## config.mk

```make
export PLATFORM = sky130hd
export DESIGN_NAME = ifm_irq_unit
export DESIGN_NICKNAME = d
export VERILOG_FILES = /design/src/include/ifm_pkg.sv /design/src/hw/ifm_edge_detect.sv /design/src/hw/ifm_irq_unit.sv /design/src/hw/ifm_noise_filter.sv
export SDC_FILE = /design/constraint.sdc
export NUM_CORES = 1
export LEC_CHECK = 0
export BUFFER_PORTS_ARGS = -buffer_cell sky130_fd_sc_hd__buf_2
export CAP_MARGIN = 20
export CORE_MARGIN = 2
export CORE_UTILIZATION = 45
export CTS_CLUSTER_DIAMETER = 200
export DETAILED_ROUTE_END_ITERATION = 8
export PLACE_DENSITY = 0.68
export RECOVER_POWER = 25
export SETUP_SLACK_MARGIN = 0.02
export SYNTH_ARGS = -nofsm -noshare
export SYNTH_HDL_FRONTEND = slang
export SYNTH_SLANG_ARGS = --single-unit
export TNS_END_PERCENT = 30
```

## constraint.sdc

```tcl
create_clock -name clk_sys -period 1.8 [get_ports clk_sys]
set_input_delay 0.27 -clock clk_sys [delete_from_list [all_inputs] [get_ports clk_sys]]
set_output_delay 0.27 -clock clk_sys [all_outputs]
set_load 0.05 [all_outputs]
```

## src/include/ifm_pkg.sv

```systemverilog
package ifm_pkg;

    // nibble-wide register port, seven address bits
    localparam int ADDR_W = 7;
    localparam int DATA_W = 4;

    // register offsets
    localparam logic [6:0] OFS_GRP_EDGE  = 7'h74;
    localparam logic [6:0] OFS_GRP_MASK  = 7'h75;
    localparam logic [6:0] OFS_SW_MASK   = 7'h76;
    localparam logic [6:0] OFS_SINGLE    = 7'h77;
    localparam logic [6:0] OFS_TMR_MASK  = 7'h78;
    localparam logic [6:0] OFS_TMR_FLAGS = 7'h79;
    localparam logic [6:0] OFS_PSW_FLAGS = 7'h7a;

    // field positions
    localparam int BIT_TMR_FAST  = 0;
    localparam int BIT_TMR_EIGHT = 1;
    localparam int BIT_TMR_HALF  = 2;
    localparam int BIT_SW_TENTH  = 0;
    localparam int BIT_SW_SECOND = 1;
    localparam int BIT_PORT_GRP  = 2;
    localparam int BIT_SINGLE    = 3;
    localparam int BIT_S_PIN     = 0;
    localparam int BIT_S_EDGE    = 1;
    localparam int BIT_S_MASK    = 2;

    // reset values
    localparam logic [3:0] RST_NIBBLE = 4'h0;
    localparam logic       RST_BIT    = 1'b0;

    // noise filter: longest delay 1 ms at a 5 ns clock
    localparam int CLK_PERIOD_PS   = 5000;
    localparam int FILTER_DELAY_US = 1000;
    localparam int FILTER_CYCLES   = (FILTER_DELAY_US * 1000000) / CLK_PERIOD_PS;

    // register request from the cpu side
    typedef struct packed {
        logic [6:0] addr;
        logic [3:0] wdata;
        logic       wr;
        logic       rd;
    } ifm_reg_req_t;

    // timing events, one-cycle pulses from the time bases
    typedef struct packed {
        logic timer_half_second;
        logic timer_eighth_second;
        logic timer_fast_tick;
        logic stopwatch_second;
        logic stopwatch_tenth;
    } ifm_ticks_t;

endpackage : ifm_pkg
```

## src/hw/ifm_edge_detect.sv

```systemverilog
`timescale 1ns/100ps
// gated edge finder: fires when mask and active level first coincide
module ifm_edge_detect (
    clk_sys,
    rst_b,
    pin,
    edge_sel,
    mask,
    hit
);
    input  wire logic clk_sys;
    input  wire logic rst_b;
    input  wire logic pin;
    input  wire logic edge_sel;
    input  wire logic mask;
    output      logic hit;

    typedef struct packed {
        logic armed;
    } ifm_edge_state_t;

    ifm_edge_state_t s_q;
    ifm_edge_state_t s_d;
    logic            active;

    // edge_sel one means falling, so the active level is low
    always_comb
    begin
        active   = mask & (pin ^ edge_sel);
        s_d      = s_q;
        s_d.armed = active;
    end

    always_ff @(posedge clk_sys or negedge rst_b)
    begin
        if (!rst_b)
            s_q <= '0;
        else
            s_q <= s_d;
    end

    // mask set or edge_sel flipped while active also fires, as a pin edge would
    assign hit = active & ~s_q.armed;

endmodule : ifm_edge_detect

```

## src/hw/ifm_irq_unit.sv

```systemverilog
// Strobed register access was chosen for this implementation.
`timescale 1ns/100ps
// Functional notes
// timer flag word: D2 half second, D1 eighth second, D0 fast tick.
// second flag word: D3 single pin, D2 pin group, D1/D0 stopwatch.
// flags clear when read; no write path reaches them.
// reset clears flags, masks and edge selects, all sources masked.
// one mask per pin: group word, single pin at D2.
// edge select per pin: group word, single pin at D1.
// an input flag cannot set while that pin's mask is zero.
// timer and stopwatch flags set regardless of their masks.
// flag set with mask one and global enable raises a request.
// optional input filter may delay an input flag up to 1 ms.
// mask cleared then set while pin active sets the flag again.
// software re-enables an input mask only with the pin inactive.
// edge select rewritten while masked on and active may set the flag.
// a clock timer reset may set a timer flag spuriously.
// edge select one picks falling edge, zero picks rising edge.
// accepting an interrupt clears the global enable.
// vector low bits: stopwatch, timer, pin group, single pin.
// a request wakes the halted core.
// unused D3 of the timer flag word reads zero, ignores access.
module ifm_irq_unit #(
    parameter int FILTER_CYCLES = ifm_pkg::FILTER_CYCLES,
    parameter bit FILTER_ON     = 1'b0
) (
    clk_sys,
    rst_b,
    reg_req,
    rd_data_q,
    ticks,
    port_group_pins,
    single_input_pin,
    global_irq_on,
    global_irq_off,
    irq_accept,
    irq_enable_q,
    irq_req_q,
    irq_vector_q,
    cpu_wake_q
);
    input  wire logic                 clk_sys;
    input  wire logic                 rst_b;
    input  wire ifm_pkg::ifm_reg_req_t reg_req;
    output      logic [3:0]           rd_data_q;
    input  wire ifm_pkg::ifm_ticks_t  ticks;
    input  wire logic [3:0]           port_group_pins;
    input  wire logic                 single_input_pin;
    input  wire logic                 global_irq_on;
    input  wire logic                 global_irq_off;
    input  wire logic                 irq_accept;
    output      logic                 irq_enable_q;
    output      logic                 irq_req_q;
    output      logic [3:0]           irq_vector_q;
    output      logic                 cpu_wake_q;

    // state of the unit except the pin filters and edge finders, registered as one word
    typedef struct packed {
        logic [3:0] port_group_edge_select;
        logic [3:0] port_group_pin_masks;
        logic [1:0] stopwatch_masks;
        logic       single_pin_mask;
        logic       single_pin_edge_select;
        logic [2:0] timer_masks;
        logic [2:0] timer_flags;
        logic [3:0] port_sw_flags;
        logic       irq_en;
        logic [3:0] rdata;
        logic       irq;
        logic [3:0] vector;
        logic       wake;
    } ifm_unit_state_t;

    ifm_unit_state_t s_q;
    ifm_unit_state_t s_d;

    logic [4:0] pins_raw;
    logic [4:0] pins_flt;
    logic [4:0] pin_edge_sel;
    logic [4:0] pin_mask;
    logic [4:0] pin_hit;
    logic [3:0] pend;
    logic       grp_hit;
    logic       single_hit;

    // bit 4 is the single pin, bits 3..0 the pin group
    assign pins_raw     = {single_input_pin, port_group_pins};
    assign pin_edge_sel = {s_q.single_pin_edge_select, s_q.port_group_edge_select};
    assign pin_mask     = {s_q.single_pin_mask, s_q.port_group_pin_masks};

    // per-pin filter and gated edge finder
    genvar g;
    generate
        for (g = 0; g < 5; g++)
        begin : g_pin
            ifm_noise_filter #(
                .CYCLES (FILTER_CYCLES),
                .ENABLE (FILTER_ON)
            ) u_flt (
                .clk_sys (clk_sys),
                .rst_b   (rst_b),
                .pin_in  (pins_raw[g]),
                .pin_out (pins_flt[g])
            );
            ifm_edge_detect u_edge (
                .clk_sys  (clk_sys),
                .rst_b    (rst_b),
                .pin      (pins_flt[g]),
                .edge_sel (pin_edge_sel[g]),
                .mask     (pin_mask[g]),
                .hit      (pin_hit[g])
            );
        end
    endgenerate

    assign grp_hit    = |pin_hit[3:0];
    assign single_hit = pin_hit[4];

    // next state: writes, read-clear, event sets, then the request
    always_comb
    begin
        s_d       = s_q;
        s_d.rdata = ifm_pkg::RST_NIBBLE;
        pend      = 4'h0;

        // register writes; flag words take no write
        if (reg_req.wr)
        begin
            case (reg_req.addr)
                ifm_pkg::OFS_GRP_EDGE:
                    s_d.port_group_edge_select = reg_req.wdata;
                ifm_pkg::OFS_GRP_MASK:
                    s_d.port_group_pin_masks = reg_req.wdata;
                ifm_pkg::OFS_SW_MASK:
                    s_d.stopwatch_masks = reg_req.wdata[1:0];
                ifm_pkg::OFS_SINGLE:
                begin
                    s_d.single_pin_mask        = reg_req.wdata[ifm_pkg::BIT_S_MASK];
                    s_d.single_pin_edge_select = reg_req.wdata[ifm_pkg::BIT_S_EDGE];
                end
                ifm_pkg::OFS_TMR_MASK:
                    s_d.timer_masks = reg_req.wdata[2:0];
                default:
                    s_d.irq_en = s_q.irq_en; // flags and unmapped: ignored
            endcase
        end

        // reads return the word next cycle; flag words clear on read
        if (reg_req.rd)
        begin
            case (reg_req.addr)
                ifm_pkg::OFS_GRP_EDGE:
                    s_d.rdata = s_q.port_group_edge_select;
                ifm_pkg::OFS_GRP_MASK:
                    s_d.rdata = s_q.port_group_pin_masks;
                ifm_pkg::OFS_SW_MASK:
                    s_d.rdata = {2'h0, s_q.stopwatch_masks};
                ifm_pkg::OFS_SINGLE:
                begin
                    s_d.rdata[ifm_pkg::BIT_S_MASK] = s_q.single_pin_mask;
                    s_d.rdata[ifm_pkg::BIT_S_EDGE] = s_q.single_pin_edge_select;
                    s_d.rdata[ifm_pkg::BIT_S_PIN]  = single_input_pin;
                end
                ifm_pkg::OFS_TMR_MASK:
                    s_d.rdata = {1'b0, s_q.timer_masks};
                ifm_pkg::OFS_TMR_FLAGS:
                begin
                    s_d.rdata       = {1'b0, s_q.timer_flags};
                    s_d.timer_flags = 3'h0;
                end
                ifm_pkg::OFS_PSW_FLAGS:
                begin
                    s_d.rdata         = s_q.port_sw_flags;
                    s_d.port_sw_flags = 4'h0;
                end
                default:
                    s_d.rdata = ifm_pkg::RST_NIBBLE;
            endcase
        end

        // events set after the clear so a same-cycle event is kept
        // timer ticks set flags with no mask gating; a tick caused by a
        // timer reset is indistinguishable and sets its flag too
        if (ticks.timer_half_second)
            s_d.timer_flags[ifm_pkg::BIT_TMR_HALF] = 1'b1;
        if (ticks.timer_eighth_second)
            s_d.timer_flags[ifm_pkg::BIT_TMR_EIGHT] = 1'b1;
        if (ticks.timer_fast_tick)
            s_d.timer_flags[ifm_pkg::BIT_TMR_FAST] = 1'b1;
        if (ticks.stopwatch_second)
            s_d.port_sw_flags[ifm_pkg::BIT_SW_SECOND] = 1'b1;
        if (ticks.stopwatch_tenth)
            s_d.port_sw_flags[ifm_pkg::BIT_SW_TENTH] = 1'b1;

        // input hits already carry their mask gating
        if (grp_hit)
            s_d.port_sw_flags[ifm_pkg::BIT_PORT_GRP] = 1'b1;
        if (single_hit)
            s_d.port_sw_flags[ifm_pkg::BIT_SINGLE] = 1'b1;

        // global enable: accept and disable win over enable
        if (irq_accept || global_irq_off)
            s_d.irq_en = 1'b0;
        else if (global_irq_on)
            s_d.irq_en = 1'b1;

        // pending enabled groups, ordered as the vector bits
        pend[3] = |(s_d.port_sw_flags[1:0] & s_d.stopwatch_masks);
        pend[2] = |(s_d.timer_flags & s_d.timer_masks);
        pend[1] = s_d.port_sw_flags[ifm_pkg::BIT_PORT_GRP] & (|s_d.port_group_pin_masks);
        pend[0] = s_d.port_sw_flags[ifm_pkg::BIT_SINGLE] & s_d.single_pin_mask;

        // request follows the flag in the same edge that sets it
        s_d.irq    = s_d.irq_en & (|pend);
        s_d.vector = pend;
        s_d.wake   = s_d.irq;
    end

    // single register for all state outside the pin filters and edge finders; reset leaves every source masked
    always_ff @(posedge clk_sys or negedge rst_b)
    begin
        if (!rst_b)
            s_q <= '0;
        else
            s_q <= s_d;
    end

    // outputs straight from the state register
    assign rd_data_q    = s_q.rdata;
    assign irq_enable_q = s_q.irq_en;
    assign irq_req_q    = s_q.irq;
    assign irq_vector_q = s_q.vector;
    assign cpu_wake_q   = s_q.wake;

endmodule : ifm_irq_unit

```

## src/hw/ifm_noise_filter.sv

```systemverilog
`timescale 1ns/100ps
// passes a pin level on only after it has stood for CYCLES clocks
module ifm_noise_filter #(
    parameter int CYCLES = 200000,
    parameter bit ENABLE = 1'b0
) (
    clk_sys,
    rst_b,
    pin_in,
    pin_out
);
    input  wire logic clk_sys;
    input  wire logic rst_b;
    input  wire logic pin_in;
    output      logic pin_out;

    localparam int CW = $clog2(CYCLES + 1);

    typedef struct packed {
        logic          level;
        logic [CW-1:0] cnt;
    } ifm_flt_state_t;

    ifm_flt_state_t s_q;
    ifm_flt_state_t s_d;

    // a level differing from the held one must last the whole window
    always_comb
    begin
        s_d = s_q;
        if (pin_in == s_q.level)
            s_d.cnt = '0;
        else if (s_q.cnt == CW'(CYCLES - 1))
        begin
            s_d.level = pin_in;
            s_d.cnt   = '0;
        end
        else
            s_d.cnt = s_q.cnt + CW'(1);
    end

    always_ff @(posedge clk_sys or negedge rst_b)
    begin
        if (!rst_b)
            s_q <= '0;
        else
            s_q <= s_d;
    end

    // bypass keeps the edge latency at one cycle when unused
    assign pin_out = ENABLE ? s_q.level : pin_in;

endmodule : ifm_noise_filter

```

Word level (Yosys, flattened, before mapping)

Cells that the tools add are included.

Flip-flop bits (word level): 37
Output and inout port bits: 11

Eq/ne operators: 7
Multiplexer cells: 20
Bitwise logic cells: 25
Reductions and logical operators: 8

Operator list:

| kind                                        | count |
|---|---|
| equality test 7 bit (second input constant) | 7 |
| case mux 3 bit (7 select lines)             | 1 |
| bitwise AND 1 bit                           | 13 |
| two-way mux 4 bit                           | 3 |
| two-way mux 11 bit                          | 1 |
| two-way mux 1 bit                           | 9 |
| OR reduction 4 bit                          | 2 |
| two-way mux 7 bit                           | 1 |
| OR reduction 7 bit                          | 1 |
| two-way mux 3 bit                           | 2 |
| NOT 1 bit                                   | 5 |
| XOR 1 bit                                   | 5 |
| two-way mux 2 bit                           | 2 |
| AND reduction 2 bit                         | 2 |
| bitwise AND 3 bit                           | 1 |
| case mux 1 bit (3 select lines)             | 1 |
| OR reduction 3 bit                          | 1 |
| bitwise AND 2 bit                           | 1 |
| OR reduction 2 bit                          | 1 |
| logical OR 1 bit                            | 1 |

Longest topological paths before layout

Depth in word-level cells: 8
Mapped depth: 6
Depth with buffers taken out: 5

Modules after synthesis

A second synthesis with hierarchy kept.

Cell total of the unflattened synthesis: 167
Area, all modules: 1916.8 µm²

By module, submodules not included:

| module           | instances | cells each | area each (µm²) | sequential area each (µm²) |
|---|---|---|---|---|
| ifm_irq_unit     | 1         | 142        | 1629.1          | 800.8 |
| ifm_edge_detect  | 5         | 4          | 50.0            | 25.0 |
| ifm_noise_filter | 5         | 1          | 7.5             | 0.0 |

Least setup slack after synthesis

Ideal clock, no wire load.

Path type: input-to-reg
From: in reg_req[7] (netlist bit)
To: reg s_q, in the netlist cpu_wake_q
Arrival: 1.413 ns
Data required time: 1.671 ns
Setup slack: 0.258 ns
Cell stages on the path: 5
Path through: buf_6 > o41ai_2 > o2bb2ai_2 > o221ai_2 > o41a_1

RTL lines:

| what                 | RTL line            | RTL |
|---|---|---|
| from (decl)          | ifm_irq_unit.sv:44  | `input wire ifm_pkg::ifm_reg_req_t reg_req;` |
| to (signal assigned) | ifm_irq_unit.sv:223 | `s_q <= '0;` |
| to (signal assigned) | ifm_irq_unit.sv:225 | `s_q <= s_d;` |
| to (decl)            | ifm_irq_unit.sv:74  | `ifm_unit_state_t s_q;` |

==> impl_metrics.py <==
metrics = {
    "final_layout": {
        "nets": 240,
        "antenna-diode-count": 0,
        "mostFrequentLayoutCells": "sky130_fd_sc_hd__buf_2, sky130_fd_sc_hd__dfrtp_1, sky130_fd_sc_hd__buf_4",
        "layout-drive-gt1-share": 0.394,
        "n_fill_cell": 364,
        "synthToLayoutAreaGrowth_pct": 21.1,
        "mostFrequentLayoutCell": "sky130_fd_sc_hd__buf_2",
        "fin_util": 0.562,
    },
    "drt": {
        "drc": 0,
        "ant_nets": 0,
        "vias_per_cell": 5.38,
        "routed_wl_mm": 4.30,
        "drt_iter0_drc": 89,
        "post_drt_wl_per_cell_um": 16.3,
        "dr_total_vias": 1416,
        "drt_pass1_iterations": 4,
    },
    "critical_path": {
        "largest_driver_fanout_on_the_critical_path": 3,
        "critical_path_required_ns": 1.97,
        "timing.critical_path.cells": "xor2_1 > a32oi_1 > o2111ai_1 > o211a_1 > o41a_1",
        "critPathMaxStageDelay_ns": 0.42,
        "critical_path_arrival_ns": 1.81,
        "worst_setup_path_start_kind": "flip-flop",
        "critical_path.endpoint_type": "flip-flop",
        "critical-path-top-delay-family": "compound AO/OA/AOI/OAI gates",
        "critical_path_class": "flip-flop to flip-flop",
        "cp_num_buf_inv": 0,
        "critical_path.slowest_cell": "sky130_fd_sc_hd__dfrtp_1",
    },
    "die": {
        "std_cell_rows": 23,
        "die_x_um": 68.3,
        "chipHeight_um": 68.3,
        "initial_utilization": 0.464,
        "io-pin-count": 39,
        "fp.coreArea_um2": 4000,
        "design.die.area_um2": 4660,
    },
    "clock_network": {
        "clk_pin_slew_worst_setup_hold_paths_ns": 0.08,
        "cts_hold_repair.buffers": 0,
        "cts_num_sinks": 37,
        "h_tree_lvls": 2,
        "clock_latency_ns": 0.29,
        "tritoncts": "built",
        "cts_buffer_depth": 2,
        "post_cts.repair.setup_buffers": 0,
        "cts_root_buffer": "sky130_fd_sc_hd__clkbuf_8",
        "cts_inserted_buffers": 5,
        "cts_resized": 0,
    },
    "yosys": {
        "number_of_synthesized_register_bits": 37,
        "synth-async-reset-ratio": 1.00,
        "synth.lib_cells_used.distinct": 45,
        "post_synthesis_net_count": 191,
        "ys_dominant_reg_cell": "sky130_fd_sc_hd__dfrtp_1",
        "sequential_element_share_of_the_synthesized_area": 0.498,
        "synthesized_area_um2": 1860,
        "yosys_warnings": 0,
        "synth_edf_count": 0,
        "syn_avg_cell_area_um2": 11.4,
        "syn_inst": 163,
    },
    "global_routing": {
        "grt_max_degree": 38,
        "grt_pass1_vias": 1444,
        "grt.overflow.total": 0,
        "grt_pass1_wl_mm": 6.72,
        "grt_usage": 0.202,
        "antenna_found_initial": 0,
    },
    "power_and_ir_drop": {
        "power.total_mw": 2.00,
        "power_leakage_nw": 1.17,
        "cellPowerDensity_nw_per_um2": 888,
        "power.ir.vdd_worst_v": 0.000603,
    },
    "timing": {
        "final_critical_path_setup_slack_ns": 0.159,
        "setup_viol": 0,
        "period_needed_ns": 1.64,
        "fin_skew_ns": 0.00369,
        "worstMarginPinSlew_ns": 0.903,
        "achievable-frequency_mhz": 609,
        "rsz0062_at_grt": "no",
        "hold_violations": 0,
        "maxSlewHeadroom": 0.398,
        "final-max-slew-violation-count": 0,
        "layout_worst_path_cycle_share": 0.912,
    },
    "outcome": {
        "run_status": "completed",
    },
    "place": {
        "hpwlAfterDp_mm": 3.41,
        "gp_congestion": 0.901,
        "place_worst_setup_slack_ns": -0.151,
        "port-buffer-count": 38,
    },
    "job": {
        "cap_viol_max_count": 0,
    },
    "hold_path": {
        "hold_path_class": "primary input to flip-flop",
    },
}
==> routing by layer <==
layer,share of wire,GRT usage,wire (um)
met3,0.051,0.0526,217
met4,0.013,0.0600,54
met5,0,0,0
met2,0.50,0.328,2130
met1,0.44,0.266,1890
==> cell type report <==
type	count	area, um2	area share
timing repair buffer	55	315	0.140
tap	50	62.6	0.0278
inverter	14	52.6	0.0234
multi-input combinational	99	778	0.346
sequential	37	926	0.412
clock inverter	3	46.3	0.0206
clock buffer	5	68.8	0.0306
==> registers in the layout (all words and copies together) (netlist names) <==
signal            count
pin_edge_sel          5
pin_mask              5
s_q                  12
irq_vector_q          4
irq_enable_q          1
cpu_wake_q            1
g_pin.u_edge.s_q      5
rd_data_q             4
==> synth_stat cells, types with 3 or more instances <==
master / instances / area [um2]
sky130_fd_sc_hd__xor2_1: 5 / 43.8
sky130_fd_sc_hd__buf_4: 10 / 75.1
sky130_fd_sc_hd__inv_1: 14 / 52.6
sky130_fd_sc_hd__mux2i_1: 6 / 60.1
sky130_fd_sc_hd__a22o_1: 5 / 43.8
sky130_fd_sc_hd__a21oi_1: 6 / 30.0
sky130_fd_sc_hd__nor2_1: 3 / 11.3
sky130_fd_sc_hd__mux2_2: 10 / 113
sky130_fd_sc_hd__dfrtp_1: 37 / 926
sky130_fd_sc_hd__nand2_1: 8 / 30.0
sky130_fd_sc_hd__nor2b_1: 8 / 50.1
sky130_fd_sc_hd__nand3_1: 7 / 35.0
sky130_fd_sc_hd__and2_1: 4 / 25.0
==> report_power, final <==
| group | total (mW) | switching, mW | internal, mW | leakage (nW) |
|---|---|---|---|---|
| Sequential | 0.936 | 0.0416 | 0.895 | 0.472 |
| Combinational | 0.346 | 0.209 | 0.137 | 0.642 |
| Clock | 0.715 | 0.301 | 0.414 | 0.0543 |
==> logic make-up (layout without fill, tap and decap cells) <==
logic type	count (synthesis)	after routing	share of synthesized area
and+or+nand+nor	49	49	0.163
DFF	37	37	0.498
AOI/OAI and AO/OA	28	28	0.125
buffers and inverters	27	77	0.0828
muxes	17	17	0.107
xor gates and xnor gates	5	5	0.0236
==> worst reg2reg max path: cells and delay by family, from the launching register on <==
kind / cells / cell delay, ns
AOI/OAI and AO/OA: 4 / 0.93
DFF: 1 / 0.42
xor gates and xnor gates: 1 / 0.18
==> worst paths after layout <==
check / depth (start not counted) / endpoint / slack (ns) / startpoint
min in group asynchronous: 2 / g_pin[3].u_edge.s_q / 0.18 / rst_b
setup reg to reg: 5 / cpu_wake_q / 0.16 / pin_edge_sel[0]
setup / recovery: 5 / cpu_wake_q / 0.16 / pin_edge_sel[0]
max in group asynchronous: 2 / s_q[15] / 1.06 / rst_b
hold / removal: 2 / irq_enable_q / 0.15 / irq_accept
hold reg to reg: 1 / s_q[14] / 0.44 / g_pin[4].u_edge.s_q
==> stage by stage <==
step	cell area, um2	setup TNS, ns	std cells	hold WS [ns]
final	2250	0	263	0.148
after global routing	2250	0	263	0.136
after CTS	2250	0	263	0.0232
after detailed placement	2140	-0.151	255	0.341
after global placement	2140	-0.0173	255	0.335
after floorplan	1860	0	163	-0.0256
No activity file was read; power rests on OpenSTA's default activity.
